[config.mk]
export PLATFORM = sky130hd
export DESIGN_NAME = bcsc_stage_ctrl
export DESIGN_NICKNAME = d
export VERILOG_FILES = /design/src/core/bcsc_tick_div.v /design/src/core/bcsc_sec_count.v /design/src/core/bcsc_stage_ctrl.v
export VERILOG_INCLUDE_DIRS = /design/src /design/src/include
export SDC_FILE = /design/constraint.sdc
export NUM_CORES = 1
export LEC_CHECK = 0
export ABC_CLOCK_PERIOD_IN_PS = 5900
export BUFFER_PORTS_ARGS = -buffer_cell sky130_fd_sc_hd__buf_2
export CAP_MARGIN = 20
export CORE_ASPECT_RATIO = 1.1
export CORE_UTILIZATION = 47
export CTS_CLUSTER_SIZE = 14
export DETAILED_ROUTE_END_ITERATION = 6
export GPL_TIMING_DRIVEN = 0
export PLACE_DENSITY = 0.71
export SLEW_MARGIN = 20
export SYNTH_ARGS = -nofsm -noshare
export SYNTH_HDL_FRONTEND = slang
export SYNTH_SLANG_ARGS = --single-unit
[constraint.sdc]
create_clock -name pclk -period 5.9 [get_ports pclk]
set_input_delay 0.295 -clock pclk [delete_from_list [all_inputs] [get_ports pclk]]
set_output_delay 0.295 -clock pclk [all_outputs]
set_load 0.01 [all_outputs]
[src/include/bcsc_regs.vh]
// Constants of the battery charge stage controller: APB offsets, field
// positions, reset values and timing figures.
// Assumes a 40 MHz pclk and millivolt, degree and percent scaled inputs.
`ifndef BCSC_REGS_VH
`define BCSC_REGS_VH

// ****************************************************************
// Register offsets (byte addresses)
// ****************************************************************
`define BCSC_OFS_CTRL 8'h00
`define BCSC_OFS_VFULL 8'h04
`define BCSC_OFS_VLOW 8'h08
`define BCSC_OFS_VLIM 8'h0c
`define BCSC_OFS_TEMP 8'h10
`define BCSC_OFS_COUNT 8'h14
`define BCSC_OFS_DUR0 8'h18
`define BCSC_OFS_DUR1 8'h1c
`define BCSC_OFS_STAT 8'h20

// ****************************************************************
// Control register fields
// ****************************************************************
`define BCSC_CTRL_TYPE_LSB 0
`define BCSC_CTRL_INV_BIT 2
`define BCSC_CTRL_REST_BIT 3
`define BCSC_CTRL_PROT_LSB 4
`define BCSC_TYPE_ONOFF 2'h0
`define BCSC_TYPE_CAN 2'h1
`define BCSC_TYPE_ANALOG 2'h2

// ****************************************************************
// Reset values
// ****************************************************************
`define BCSC_RST_CTRL 8'hf0
`define BCSC_RST_VFULL 16'h1000
`define BCSC_RST_EARLY 16'h0f00
`define BCSC_RST_DISB 16'h0014
`define BCSC_RST_PRECH 16'h0a00
`define BCSC_RST_RESTART 16'h0f80
`define BCSC_RST_OVOLT 16'h1100
`define BCSC_RST_MINTEMP 8'h01
`define BCSC_RST_HOT 8'h3c
`define BCSC_RST_FINCUR 16'h0010
`define BCSC_RST_NCELLS 16'h0010
`define BCSC_RST_DUR 16'h1c20
`define BCSC_RST_REST 16'h003c

// ****************************************************************
// Timing and thresholds
// ****************************************************************
`define BCSC_CLK_PERIOD_NS 25
`define BCSC_SEC_NS 1000000000
`define BCSC_TICK_CYC (`BCSC_SEC_NS / `BCSC_CLK_PERIOD_NS)
`define BCSC_EARLY_MV 16'h0005
`define BCSC_OVERSHOOT_MV 16'h0014
`define BCSC_DISSIP_S 16'h000a
`define BCSC_CAN_TIMEOUT_S 16'h000f
`define BCSC_RATE_DONE 7'h05

// ****************************************************************
// Stage codes
// ****************************************************************
`define BCSC_ST_IDLE 3'h0
`define BCSC_ST_PREHEAT 3'h1
`define BCSC_ST_PRECHG 3'h2
`define BCSC_ST_MAIN 3'h3
`define BCSC_ST_BAL 3'h4
`define BCSC_ST_FINISH 3'h5
`define BCSC_ST_ERROR 3'h6

`endif

[src/core/bcsc_tick_div.v]
// One-second enable divider for the charge stage controller.
// Assumes a single free running clock.
`timescale 1ns/1ps
module bcsc_tick_div #(
  parameter CYC = 40000000
) (
  // Clock and reset
  input wire pclk,
  input wire presetn,
  // Enable pulse
  output reg tick
);
  reg [31:0] cnt_q;

  always @(posedge pclk or negedge presetn) begin
    if (!presetn) begin
      cnt_q <= 32'h0;
      tick <= 1'b0;
    end else if (cnt_q >= CYC - 1) begin
      cnt_q <= 32'h0;
      tick <= 1'b1;
    end else begin
      cnt_q <= cnt_q + 32'h1;
      tick <= 1'b0;
    end
  end
endmodule // bcsc_tick_div

[src/core/bcsc_sec_count.v]
// Saturating seconds counter, held at zero while clr is high.
// Assumes tick is a one-cycle enable from the divider.
`timescale 1ns/1ps
module bcsc_sec_count #(
  parameter W = 16
) (
  // Clock and reset
  input wire pclk,
  input wire presetn,
  // Control
  input wire clr,
  input wire tick,
  // Elapsed seconds
  output reg [W-1:0] secs
);
  always @(posedge pclk or negedge presetn) begin
    if (!presetn) begin
      secs <= {W{1'b0}};
    end else if (clr) begin
      secs <= {W{1'b0}};
    end else if (tick && (secs != {W{1'b1}})) begin
      secs <= secs + {{(W-1){1'b0}}, 1'b1};
    end
  end
endmodule // bcsc_sec_count

[src/core/bcsc_stage_ctrl.v]
// Charging stage controller with APB configuration and status.
// Assumes measurement inputs are synchronous and already filtered.
//
// Notes on behaviour
// - Main charging early balancing: threshold is min cell plus 5mV, capped at max.
// - Max cell at fully charged voltage enters balancing; threshold defaults there.
// - Regulated charger: balancing ends on low current, full max, tight spread, rates.
// - On/off charger in balancing stays on until 20mV overshoot.
// - Overshoot turns charger off; threshold is min plus disbalance, capped full.
// - Charger-off phase lasts until max rate at most 5%, at least 10s.
// - Phase end: spread tight completes balancing, else charger on and repeat.
// - Balancing done enters charging finished with charger output off.
// - Error stage turns both charger and heater outputs off.
// - Cell comm loss is an error, except during restore window at start.
// - Overrun of pre, main or balancing maximum duration is an error.
// - Detected cell count unequal to configured count is an error.
// - Enabled and active current, insulation or sensor protection is an error.
// - Other critical checks ignore enables; under-voltage and charger-connected ignored.
// - Module or cell temperature above over-heat thresholds is an error.
// - Max cell above over-voltage threshold is an error.
// - Stages hold while entry condition holds; duration error needs reconnect.
// - Error may preempt any stage at any time; pre-heating may preempt any stage except error.
// - After balancing starts, no direct return to main charging.
// - After finished, no charging stage until max cell falls below restart.
// - Disconnection ends the process; reconnection starts it from scratch.
// - Configuration locked while charging except in error; mains invert allowed unless CAN type.
// - Coldest temperature below minimum enters pre-heating: heater on, charger off.
// - Min cell below precharge threshold enters pre-charging; skipped for on/off.
// - CAN charger counts disconnected after more than 15s without messages.
`timescale 1ns/1ps
`include "bcsc_regs.vh"
module bcsc_stage_ctrl #(
  parameter TICK_CYC = `BCSC_TICK_CYC
) (
  // Clock and reset
  input wire pclk,
  input wire presetn,
  // APB slave
  input wire [7:0] paddr,
  input wire psel,
  input wire penable,
  input wire pwrite,
  input wire [31:0] pwdata,
  output reg [31:0] prdata,
  output reg pready,
  output reg pslverr,
  // Measurements
  input wire [15:0] max_cell_mv,
  input wire [15:0] min_cell_mv,
  input wire [7:0] lowest_temp,
  input wire [7:0] module_temp_max,
  input wire [7:0] cell_temp_max,
  input wire [15:0] cells_found,
  input wire cell_comm_ok,
  input wire [6:0] max_bal_rate,
  input wire [6:0] min_bal_rate,
  input wire [15:0] charge_current,
  input wire [3:0] prot_active,
  // Charger side
  input wire mains_present_input,
  input wire charger_msg_rx,
  output reg charger_on_output,
  output reg warmer_on_output,
  // Status
  output reg [2:0] stage_q,
  output reg [15:0] bal_thr_q,
  output reg bal_done_q
);
  localparam ST_IDLE = `BCSC_ST_IDLE;
  localparam ST_PREHEAT = `BCSC_ST_PREHEAT;
  localparam ST_PRECHG = `BCSC_ST_PRECHG;
  localparam ST_MAIN = `BCSC_ST_MAIN;
  localparam ST_BAL = `BCSC_ST_BAL;
  localparam ST_FINISH = `BCSC_ST_FINISH;
  localparam ST_ERROR = `BCSC_ST_ERROR;

  // ****************************************************************
  // Configuration registers
  // ****************************************************************
  reg [7:0] ctrl_q;
  reg [15:0] vfull_q, early_q, disb_q, prech_q, restart_q, ovolt_q;
  reg [7:0] mintemp_q, modhot_q, cellhot_q;
  reg [15:0] fincur_q, ncells_q, dpre_q, dmain_q, dbal_q, drest_q;

  wire [1:0] ctype = ctrl_q[`BCSC_CTRL_TYPE_LSB+1:`BCSC_CTRL_TYPE_LSB];
  wire onoff = (ctype == `BCSC_TYPE_ONOFF);
  wire [3:0] prot_en = ctrl_q[`BCSC_CTRL_PROT_LSB+3:`BCSC_CTRL_PROT_LSB];

  // ****************************************************************
  // Timers
  // ****************************************************************
  wire tick;
  wire [15:0] stage_s, diss_s, can_s, rest_s;
  reg conn_q, can_alive_q, restore_q, fin_q, bal_q, dur_err_q, bal_off_q;
  reg [2:0] stage_d;
  reg bal_off_d, over_dur, hit;

  bcsc_tick_div #(.CYC(TICK_CYC)) u_tick (.pclk(pclk), .presetn(presetn),
    .tick(tick));
  bcsc_sec_count #(.W(16)) u_stage_t (.pclk(pclk), .presetn(presetn),
    .clr(stage_d != stage_q), .tick(tick), .secs(stage_s));
  bcsc_sec_count #(.W(16)) u_diss_t (.pclk(pclk), .presetn(presetn),
    .clr(!bal_off_q), .tick(tick), .secs(diss_s));
  bcsc_sec_count #(.W(16)) u_can_t (.pclk(pclk), .presetn(presetn),
    .clr(charger_msg_rx), .tick(tick), .secs(can_s));
  bcsc_sec_count #(.W(16)) u_rest_t (.pclk(pclk), .presetn(presetn),
    .clr(!restore_q), .tick(tick), .secs(rest_s));

  // ****************************************************************
  // Connection and conditions
  // ****************************************************************
  wire mains = mains_present_input ^ ctrl_q[`BCSC_CTRL_INV_BIT];
  wire conn_now = (ctype == `BCSC_TYPE_CAN) ? can_alive_q : mains;
  wire conn_start = conn_now & ~conn_q;
  wire [16:0] spread = {1'b0, max_cell_mv} - {1'b0, min_cell_mv};
  wire tight = spread < {1'b0, disb_q};
  wire cold = $signed(lowest_temp) < $signed(mintemp_q);
  wire below_restart = max_cell_mv < restart_q;
  wire fin_eff = fin_q & ~below_restart;
  wire rest_start = conn_start & ctrl_q[`BCSC_CTRL_REST_BIT] & ~cell_comm_ok;
  wire restore_now = restore_q | rest_start;
  wire comm_err = ~cell_comm_ok & ~restore_now;
  wire cnt_err = cell_comm_ok & (cells_found != ncells_q);
  wire prot_err = |(prot_en & prot_active);
  wire hot_err = cell_comm_ok &
    (($signed(module_temp_max) > $signed(modhot_q)) |
     ($signed(cell_temp_max) > $signed(cellhot_q)));
  wire ov_err = cell_comm_ok & (max_cell_mv > ovolt_q);
  always @* begin
    case (stage_q)
      ST_PRECHG: over_dur = stage_s > dpre_q;
      ST_MAIN: over_dur = stage_s > dmain_q;
      ST_BAL: over_dur = stage_s > dbal_q;
      default: over_dur = 1'b0;
    endcase
  end
  wire err_now = comm_err | cnt_err | prot_err | hot_err | ov_err |
    dur_err_q | over_dur;

  // ****************************************************************
  // Balancing completion
  // ****************************************************************
  wire [16:0] over_lim = {1'b0, vfull_q} + {1'b0, `BCSC_OVERSHOOT_MV};
  wire overshoot = {1'b0, max_cell_mv} > over_lim;
  wire diss_end = (max_bal_rate <= `BCSC_RATE_DONE) &&
    (diss_s >= `BCSC_DISSIP_S);
  wire reg_done = (charge_current < fincur_q) &&
    (max_cell_mv == vfull_q) && tight &&
    ({1'b0, min_bal_rate} > {2'b0, max_bal_rate[6:1]});
  wire done_now = (stage_q == ST_BAL) & conn_now & ~err_now & ~cold &
    (onoff ? (bal_off_q & diss_end & tight) : reg_done);

  // ****************************************************************
  // Stage selection
  // ****************************************************************
  wire bal_hold = (bal_q | (stage_q == ST_BAL)) & ~(fin_q & below_restart);
  always @* begin
    stage_d = stage_q;
    if (!conn_now) begin
      stage_d = ST_IDLE;
    end else if (err_now) begin
      stage_d = ST_ERROR;
    end else if (cold) begin
      stage_d = ST_PREHEAT;
    end else if (restore_now) begin
      stage_d = onoff ? ST_MAIN : ST_PRECHG;
    end else if (fin_eff | done_now) begin
      stage_d = ST_FINISH;
    end else if (bal_hold | (max_cell_mv >= vfull_q)) begin
      stage_d = ST_BAL;
    end else if ((min_cell_mv < prech_q) & ~onoff) begin
      stage_d = ST_PRECHG;
    end else begin
      stage_d = ST_MAIN;
    end
  end

  always @* begin
    bal_off_d = 1'b0;
    if ((stage_d == ST_BAL) && onoff) begin
      if (!bal_off_q) begin
        bal_off_d = overshoot;
      end else begin
        bal_off_d = ~diss_end;
      end
    end
  end

  // ****************************************************************
  // Threshold and outputs
  // ****************************************************************
  wire [16:0] early_sum = {1'b0, min_cell_mv} + {1'b0, `BCSC_EARLY_MV};
  wire [16:0] diss_sum = {1'b0, min_cell_mv} + {1'b0, disb_q};
  wire early_on = (max_cell_mv > early_q) && (spread > {1'b0, disb_q});
  reg [15:0] thr_d;
  always @* begin
    thr_d = vfull_q;
    if ((stage_d == ST_MAIN) && early_on) begin
      if (early_sum > {1'b0, max_cell_mv}) begin
        thr_d = max_cell_mv;
      end else begin
        thr_d = early_sum[15:0];
      end
    end else if (bal_off_d) begin
      if (diss_sum > {1'b0, vfull_q}) begin
        thr_d = vfull_q;
      end else begin
        thr_d = diss_sum[15:0];
      end
    end
  end

  always @(posedge pclk or negedge presetn) begin
    if (!presetn) begin
      stage_q <= ST_IDLE;
      conn_q <= 1'b0;
      can_alive_q <= 1'b0;
      restore_q <= 1'b0;
      fin_q <= 1'b0;
      bal_q <= 1'b0;
      dur_err_q <= 1'b0;
      bal_off_q <= 1'b0;
      bal_thr_q <= `BCSC_RST_VFULL;
      bal_done_q <= 1'b0;
      charger_on_output <= 1'b0;
      warmer_on_output <= 1'b0;
    end else begin
      stage_q <= stage_d;
      conn_q <= conn_now;
      bal_off_q <= bal_off_d;
      bal_thr_q <= thr_d;
      bal_done_q <= done_now;
      if (charger_msg_rx) begin
        can_alive_q <= 1'b1;
      end else if (can_s > `BCSC_CAN_TIMEOUT_S) begin
        can_alive_q <= 1'b0;
      end
      if (!conn_now) begin
        restore_q <= 1'b0;
        fin_q <= 1'b0;
        bal_q <= 1'b0;
        dur_err_q <= 1'b0;
      end else if (conn_start) begin
        restore_q <= ctrl_q[`BCSC_CTRL_REST_BIT] & ~cell_comm_ok;
        fin_q <= 1'b0;
        bal_q <= 1'b0;
        dur_err_q <= 1'b0;
      end else begin
        if (cell_comm_ok || (rest_s >= drest_q)) begin
          restore_q <= 1'b0;
        end
        if (done_now) begin
          fin_q <= 1'b1;
        end else if (below_restart) begin
          fin_q <= 1'b0;
        end
        if (stage_q == ST_BAL) begin
          bal_q <= 1'b1;
        end else if (fin_q & below_restart) begin
          bal_q <= 1'b0;
        end
        if (over_dur) begin
          dur_err_q <= 1'b1;
        end
      end
      charger_on_output <= (stage_d == ST_PRECHG) |
        (stage_d == ST_MAIN) |
        ((stage_d == ST_BAL) & ~bal_off_d);
      warmer_on_output <= (stage_d == ST_PREHEAT);
    end
  end

  // ****************************************************************
  // APB slave
  // ****************************************************************
  // No wait states: the answer is prepared in the setup cycle.
  wire locked = conn_q & (stage_q != ST_ERROR);
  wire inv_only = locked & (paddr == `BCSC_OFS_CTRL) &
    (ctype != `BCSC_TYPE_CAN);
  reg [31:0] rd_d;
  always @* begin
    hit = 1'b1;
    rd_d = 32'h0;
    case (paddr)
      `BCSC_OFS_CTRL: rd_d = {24'h0, ctrl_q};
      `BCSC_OFS_VFULL: rd_d = {early_q, vfull_q};
      `BCSC_OFS_VLOW: rd_d = {prech_q, disb_q};
      `BCSC_OFS_VLIM: rd_d = {ovolt_q, restart_q};
      `BCSC_OFS_TEMP: rd_d = {8'h0, cellhot_q, modhot_q, mintemp_q};
      `BCSC_OFS_COUNT: rd_d = {ncells_q, fincur_q};
      `BCSC_OFS_DUR0: rd_d = {dmain_q, dpre_q};
      `BCSC_OFS_DUR1: rd_d = {drest_q, dbal_q};
      `BCSC_OFS_STAT: rd_d = {bal_thr_q, 8'h0, dur_err_q, restore_q,
        conn_q, warmer_on_output, charger_on_output, stage_q};
      default: hit = 1'b0;
    endcase
  end
  wire ro_hit = (paddr == `BCSC_OFS_STAT);
  wire bad = ~hit | (pwrite & (ro_hit | (locked & ~inv_only)));
  wire wr_go = psel & penable & pready & pwrite & ~pslverr;

  always @(posedge pclk or negedge presetn) begin
    if (!presetn) begin
      pready <= 1'b0;
      pslverr <= 1'b0;
      prdata <= 32'h0;
    end else begin
      pready <= psel & ~penable & ~pready;
      pslverr <= psel & ~penable & ~pready & bad;
      if (psel & ~penable) begin
        prdata <= pwrite ? 32'h0 : rd_d;
      end
    end
  end

  always @(posedge pclk or negedge presetn) begin
    if (!presetn) begin
      ctrl_q <= `BCSC_RST_CTRL;
      vfull_q <= `BCSC_RST_VFULL;
      early_q <= `BCSC_RST_EARLY;
      disb_q <= `BCSC_RST_DISB;
      prech_q <= `BCSC_RST_PRECH;
      restart_q <= `BCSC_RST_RESTART;
      ovolt_q <= `BCSC_RST_OVOLT;
      mintemp_q <= `BCSC_RST_MINTEMP;
      modhot_q <= `BCSC_RST_HOT;
      cellhot_q <= `BCSC_RST_HOT;
      fincur_q <= `BCSC_RST_FINCUR;
      ncells_q <= `BCSC_RST_NCELLS;
      dpre_q <= `BCSC_RST_DUR;
      dmain_q <= `BCSC_RST_DUR;
      dbal_q <= `BCSC_RST_DUR;
      drest_q <= `BCSC_RST_REST;
    end else if (wr_go) begin
      case (paddr)
        `BCSC_OFS_CTRL: begin
          if (locked) begin
            ctrl_q[`BCSC_CTRL_INV_BIT] <= pwdata[`BCSC_CTRL_INV_BIT];
          end else begin
            ctrl_q <= pwdata[7:0];
          end
        end
        `BCSC_OFS_VFULL: {early_q, vfull_q} <= pwdata;
        `BCSC_OFS_VLOW: {prech_q, disb_q} <= pwdata;
        `BCSC_OFS_VLIM: {ovolt_q, restart_q} <= pwdata;
        `BCSC_OFS_TEMP: {cellhot_q, modhot_q, mintemp_q} <= pwdata[23:0];
        `BCSC_OFS_COUNT: {ncells_q, fincur_q} <= pwdata;
        `BCSC_OFS_DUR0: {dmain_q, dpre_q} <= pwdata;
        `BCSC_OFS_DUR1: {drest_q, dbal_q} <= pwdata;
        default: ctrl_q <= ctrl_q;
      endcase
    end
  end
endmodule // bcsc_stage_ctrl

Word-level counts from Yosys, hierarchy flattened --
Cells that the tools add are included.
Word-level totals: flip-flop bits (word level) 384, output and inout bits 56, bits of input ports 154
Operators by class: bitwise operators 64, reduce and logical (&&, ||, !) cells 28, add/subtract/negate cells 9, magnitude comparators 23, multiplexer cells 46, eq/ne operators 31
Operator list (number):
- 32-bit one-hot mux with 9 select lines | 1
- 16-bit two-way mux | 12
- 16-bit > comparator | 5
- 16-bit by 1-bit adder with 16-bit output, second input constant | 4
- 32-bit two-way mux | 2
- 16-bit inequality test, second input constant | 4
- 17-bit by 16-bit > comparator with 1-bit output | 3
- 16-bit < comparator | 3
- 32-bit by 1-bit adder with 32-bit output, second input constant | 1
- 8-bit by 5-bit == test with 1-bit output, second input constant | 4
- 16-bit >= comparator | 2
- 32-bit by 26-bit >= comparator with 1-bit output, second input constant | 1
- 1-bit AND | 31
- 1-bit two-way mux | 24
- 3-bit two-way mux | 6
- 16-bit by 16-bit adder with 17-bit output | 1
- 16-bit by 3-bit adder with 17-bit output, second input constant | 1
- 16-bit by 5-bit adder with 17-bit output, second input constant | 1
- 16-bit by 17-bit > comparator with 1-bit output | 1
- 17-bit by 16-bit < comparator with 1-bit output | 1
- 16-bit by 16-bit subtractor with 17-bit output | 1
- 16-bit == test | 1
- 8-bit by 4-bit == test with 1-bit output, second input constant | 2
- 16-bit by 4-bit >= comparator with 1-bit output, second input constant | 1
- 32 further kinds | 88

Longest topological paths before layout --
word-level depth 30, mapped depth 24, mapped depth without buffers 23

Cells and area by module --
From an unflattened synthesis, not the netlist that was laid out.
Second synthesis, totals: cell total of the unflattened synthesis 2620, area total of the unflattened synthesis 26321.5 µm²
By module, submodules not included:
- bcsc_stage_ctrl | instances 1, cells an instance 2072, area each 20898.8 µm²
- bcsc_sec_count | instances 4, cells an instance 98, area each 942.2 µm²
- bcsc_tick_div | instances 1, cells an instance 156, area each 1654.1 µm²

Worst setup path after synthesis --
Ideal clock, no wire load.
kind in2reg, start input port max_cell_mv[0], end register u_stage_t.secs[10], data arrival time 4504 ps, path buffers 1, stages 23, data required time 5820 ps, setup slack 1316 ps, setup time 80 ps, cell sequence inv_1 ha_1 nor2b_1 o21ai_0 a21boi_0 o21ai_0 a211oi_1 nor2_1 a211o_1 o211ai_1 a21oi_1 xnor2_1 ha_1 nand3_1 a2111oi_0 a211oi_2 nand3_1 nor4_2 or3_4 and3b_1 a211o_1 buf_6 nor3_2
Between the ends: longest elaborated chain between the ends 17, elaborated cells on any way between the ends 35, those cells by class add/sub: 1; order compare: 4; eq/ne: 2; mux: 8; bitwise: 16; reduce/logical: 4
Ends and longest elaborated chain:
- start: declaration | RTL line bcsc_stage_ctrl.v:48 | input wire [15:0] max_cell_mv,
- branches (longest 13 deep; another with 16-bit by 16-bit subtractor with 17-bit output)
- 3-bit two-way mux (*) | RTL line bcsc_stage_ctrl.v:161 | end else if (err_now) begin
- 3-bit two-way mux (*) | RTL line bcsc_stage_ctrl.v:159 | if (!conn_now) begin
- 3-bit inequality test (*) | RTL line bcsc_stage_ctrl.v:101 | .clr(stage_d != stage_q), .tick(tick), .secs(stage_s));
- 16-bit two-way mux or 2-bit nonzero test (tied branches)
- end signal: assignment | RTL line bcsc_sec_count.v:18 | secs <= {W{1'b0}};
- end signal: assignment | RTL line bcsc_sec_count.v:20 | secs <= {W{1'b0}};
- end signal: assignment | RTL line bcsc_sec_count.v:22 | secs <= secs + {{(W-1){1'b0}}, 1'b1};
- end: declaration | RTL line bcsc_sec_count.v:14 | output reg [W-1:0] secs
Every way passes the cells marked *. A chain may end at the register's enable or synchronous reset.

Worst setup path in the final report --
start register disb_q[0], end register bal_thr_q[11]
Between the ends: longest elaborated chain between the ends 16, elaborated cells on any way between the ends 24, those cells by class add/sub: 1; order compare: 3; eq/ne: 2; mux: 10; bitwise: 3; reduce/logical: 5
Ends and longest elaborated chain:
- start: declaration | RTL line bcsc_stage_ctrl.v:81 | reg [15:0] vfull_q, early_q, disb_q, prech_q, restart_q, ovolt_q;
- start signal: assignment | RTL line bcsc_stage_ctrl.v:321 | disb_q <= `BCSC_RST_DISB;
- start signal: assignment | RTL line bcsc_stage_ctrl.v:344 | `BCSC_OFS_VLOW: {prech_q, disb_q} <= pwdata;
- 17-bit by 16-bit < comparator with 1-bit output | RTL line bcsc_stage_ctrl.v:116 | wire tight = spread < {1'b0, disb_q};
- 1-bit logical AND (2 in series) | RTL line bcsc_stage_ctrl.v:148 | (max_cell_mv == vfull_q) && tight &&
- 1-bit two-way mux | RTL line bcsc_stage_ctrl.v:151 | (onoff ? (bal_off_q & diss_end & tight) : reg_done);
- 1-bit AND | RTL line bcsc_stage_ctrl.v:150 | wire done_now = (stage_q == ST_BAL) & conn_now & ~err_now & ~cold &
- 1-bit OR | RTL line bcsc_stage_ctrl.v:167 | end else if (fin_eff | done_now) begin
- 3-bit two-way mux | RTL line bcsc_stage_ctrl.v:167
- 3-bit two-way mux | RTL line bcsc_stage_ctrl.v:165 | end else if (restore_now) begin
- 3-bit two-way mux | RTL line bcsc_stage_ctrl.v:163 | end else if (cold) begin
- 3-bit two-way mux | RTL line bcsc_stage_ctrl.v:161
- 3-bit two-way mux | RTL line bcsc_stage_ctrl.v:159
- 3-bit == test | RTL line bcsc_stage_ctrl.v:180 | if ((stage_d == ST_BAL) && onoff) begin
- 1-bit logical AND | RTL line bcsc_stage_ctrl.v:180
- 1-bit two-way mux | RTL line bcsc_stage_ctrl.v:180
- 16-bit two-way mux | RTL line bcsc_stage_ctrl.v:204 | end else if (bal_off_d) begin
- 16-bit two-way mux (*) | RTL line bcsc_stage_ctrl.v:198 | if ((stage_d == ST_MAIN) && early_on) begin
- named net thr_d[11] | RTL line bcsc_stage_ctrl.v:195 | reg [15:0] thr_d;
- end signal: assignment | RTL line bcsc_stage_ctrl.v:223 | bal_thr_q <= `BCSC_RST_VFULL;
- end signal: assignment | RTL line bcsc_stage_ctrl.v:231 | bal_thr_q <= thr_d;
- end: declaration | RTL line bcsc_stage_ctrl.v:66 | output reg [15:0] bal_thr_q,
Mark *: on every way through the listed nets, which the timed path passes. The rest lies on a longest branch.

==> key figures <==
Status
  • Status: finished, violations left
  • Failing checks: DRC

Timing
  • Final Hold Vio Count: 0
  • Normalized max-slew margin: 30.5%
  • Hold slack final: approximately 35 ps
  • Finish-stage setup viols: 0
  • Fmax: ~170 MHz
  • RSZ-0062 raised after global routing: no
  • Minimum clock period after layout: 5800 ps
  • Clock Skew: 24.1 ps
  • Tightest Pin Transition: 1040 ps
  • Fin crit share: 98.3%
  • Setup TNS: 0 ps
  • Slew Limit Fails: 0

Worst setup path
  • Crit-path slowest cell: a221oi_1
  • Setup CP Type: reg2reg
  • Max FO, Critical Path: 10
  • Critical Path Sink Type: flop
  • Cell-by-cell trace of the critical path: ha_1 > fa_1 > a211o_1 > o211ai_1 > a211o_1 > a31oi_1 > a21o_1 > a21oi_1 > xnor2_1 > ha_1 > nand4_1 > or4_1 > a221oi_1 > nand4b_1 > a21oi_4 > buf_8 > mux2i_1 > mux2i_1
  • Crit path DAT: between 6000 and 7000 ps
  • R2R Setup Slk: 100 ps
  • Worst path required time: 6290 ps
  • Startpoint types: flop
  • Crit-path max cell delay: 590 ps

Clocking
  • Sink Count: 384
  • Clock-pin slew on the worst setup and hold paths: 70 ps
  • TritonCTS clock tree: done
  • CTS resizes: 0
  • Clock Path Buffers: 3
  • Clock Latency Late Sink: around 590 ps
  • Cts bufs inserted: 43
  • H-tree Lvls: 2
  • Hold-fix buffers at CTS: 2
  • Setup Fix Bufs, Post-CTS: 0
  • Root Buffer: clkbuf_16

Route
  • Final WL: 87900 µm
  • DR pass1 iterations: 7
  • Initial DRC count: around 2000
  • Wire length per cell: 24.8 µm
  • Total number of vias: about 22000
  • Antenna viol nets, final: 0
  • DR DRC count: 19
  • Vias per cell: 6.12

Synth
  • FF+latch count, synth: 384
  • Yosys top cell by area: dfrtp_1
  • Main synth FF type: dfrtp_1
  • Mapped Area: 25500 µm²
  • Number of flops mapped to enable cells by yosys: 0
  • Most frequent cells after synthesis: dfrtp_1, ha_1, inv_1, mux2_2, nand2_1
  • Synth top area share: approximately a third
  • Cell count after synthesis: 2524
  • Yosys warns: 0
  • Synth cell types: 95
  • Count leader, synth: dfrtp_1
  • Fraction of registers with async set/reset: 100%
  • Average size of a mapped cell: 10.1 µm²
  • Register area share after synthesis: 37.9%
  • Synth area leaders: dfrtp_1, ha_1, mux2_2

Floorplan
  • Die footprint: approximately 55000 µm²
  • Core area: ~54000 µm²
  • Boundary Pins: 210
  • Initial Util: 47.5%
  • Die Y-Extent: 246 µm
  • Die X: around 220 µm
  • # rows: 89

Placement
  • Port Buffers: 206
  • DP Cell Count: 3467
  • Dpl cell area: 27600 µm²
  • GP Congestion: ~1.0
  • DPL Wire Length: 70000 µm

Cells and area
  • Final std cells w/o fill: 3550
  • Final instance area: 29100 µm²
  • Ant diodes: 0
  • Nets: 3231
  • Ratio of cells with drive above 1 in the final layout: between 20 and 25%
  • Area grow syn2layout: 14.2%

Power
  • Power density over the cells: 213 nW/µm²
  • Total Power: 6.21 mW
  • VDD IR max: 0.200 mV
  • Static leakage: 13.5 nW

GRT
  • Total gr overflow: 0
  • Initial antenna violation count: 3
  • Largest net degree at the start of global routing: 93
  • GRT Overall Usage: 32.0%
  • First-pass GRT wire length: 132000 µm
  • Vias in the first global route: 22100

Run
  • Max-Cap Viols: 0

Min path
  • Min-Delay Path Class: in2reg
critical path, delay by kind of cell, from the launching register on:
family,cells,cell delay [ps]
xor gates and xnor gates,1,130
DFF,1,500
buffers and inverters,1,210
adders and majority gates,3,1010
AOI/OAI and AO/OA,8,2220
and+or+nand+nor,3,790
muxes,2,720
per-stage QoR:
stage | worst slack (ps) | util (%)
CTS | 289 | 54.3
floorplan | 1320 | -
global placement | -2900 | 51.2
global route | 22.9 | 54.3
finish | 101 | 54.3
detailed placement | -218 | 51.4
cells by family (layout without fill, tap and decap cells):
kind of cell | after synthesis | count (layout) | synth area share, %
other cells | 1 | 6 | 0.0147
simple gates | 624 | 624 | 12.7
buf+inv | 324 | 617 | 4.99
mux | 273 | 273 | 11.8
compound gates | 485 | 485 | 13.4
xor+xnor | 143 | 143 | 4.91
fa+ha+maj | 290 | 290 | 14.3
flops | 384 | 384 | 37.9
registers in the layout (all words and copies together), names as in the netlist, 16 cells and up:
name            count
prdata             32
u_tick.cnt_q       32
bal_thr_q          16
dbal_q             16
disb_q             16
dmain_q            16
dpre_q             16
drest_q            16
early_q            16
fincur_q           16
ncells_q           16
ovolt_q            16
prech_q            16
restart_q          16
u_can_t.secs       16
u_diss_t.secs      16
u_rest_t.secs      16
u_stage_t.secs     16
vfull_q            16
power by group:
group          internal, mW  switching [mW]
clock network          1.69            1.17
logic                 0.255           0.439
registers              2.65          0.0139
cell usage in the layout, fill, tap and decap left out, drive strengths merged, types with 53 or more instances in the layout:
cell type / netlist / final
ha: 288 / 288
dfrtp: 336 / 336
nand2: 152 / 152
mux2: 225 / 225
clkbuf: 43 / 102
nand4: 54 / 54
xnor2: 83 / 83
a21oi: 113 / 113
inv: 255 / 257
buf: 26 / 237
nand3: 70 / 70
nor2: 122 / 122
o21ai: 85 / 85
nor3: 53 / 53
xor2: 60 / 60
layer usage:
layer | wire length, µm | track usage [%] | vias to the layer above
met5 | 37 | 0 | -
met4 | 5530 | 18.6 | 6
met3 | 7380 | 6.05 | 286
met2 | 40000 | 51.5 | 1027
met1 | 34900 | 40.1 | 10700
li1 | - | - | 9682
worst paths after layout:
path / startpoint / endpoint / cells past startpoint
min in group asynchronous: presetn / u_diss_t.secs[13]$_DFFE_PN0P_ / 2
min reg2reg: pready$_DFF_PN0_ / pready$_DFF_PN0_ / 1
max in group asynchronous: presetn / ovolt_q[12]$_DFFE_PN1P_ / 5
max reg2reg: disb_q[0]$_DFFE_PN0P_ / bal_thr_q[11]$_DFF_PN0_ / 18
max: disb_q[0]$_DFFE_PN0P_ / bal_thr_q[11]$_DFF_PN0_ / 18
min: pwdata[29] / dmain_q[13]$_DFFE_PN0P_ / 2
final cells by class:
class | instances | area (µm²)
well taps | 728 | 911
flip-flops and latches | 384 | 9670
inverters | 255 | 960
fillers | 4805 | 24500
plain buffers | 69 | 313
clock buffers | 59 | 1230
multi-input cells | 1821 | 14600
clock inverters | 21 | 279
repair buffers | 213 | 1180
Note: power is estimated with default switching activity, not from simulation.
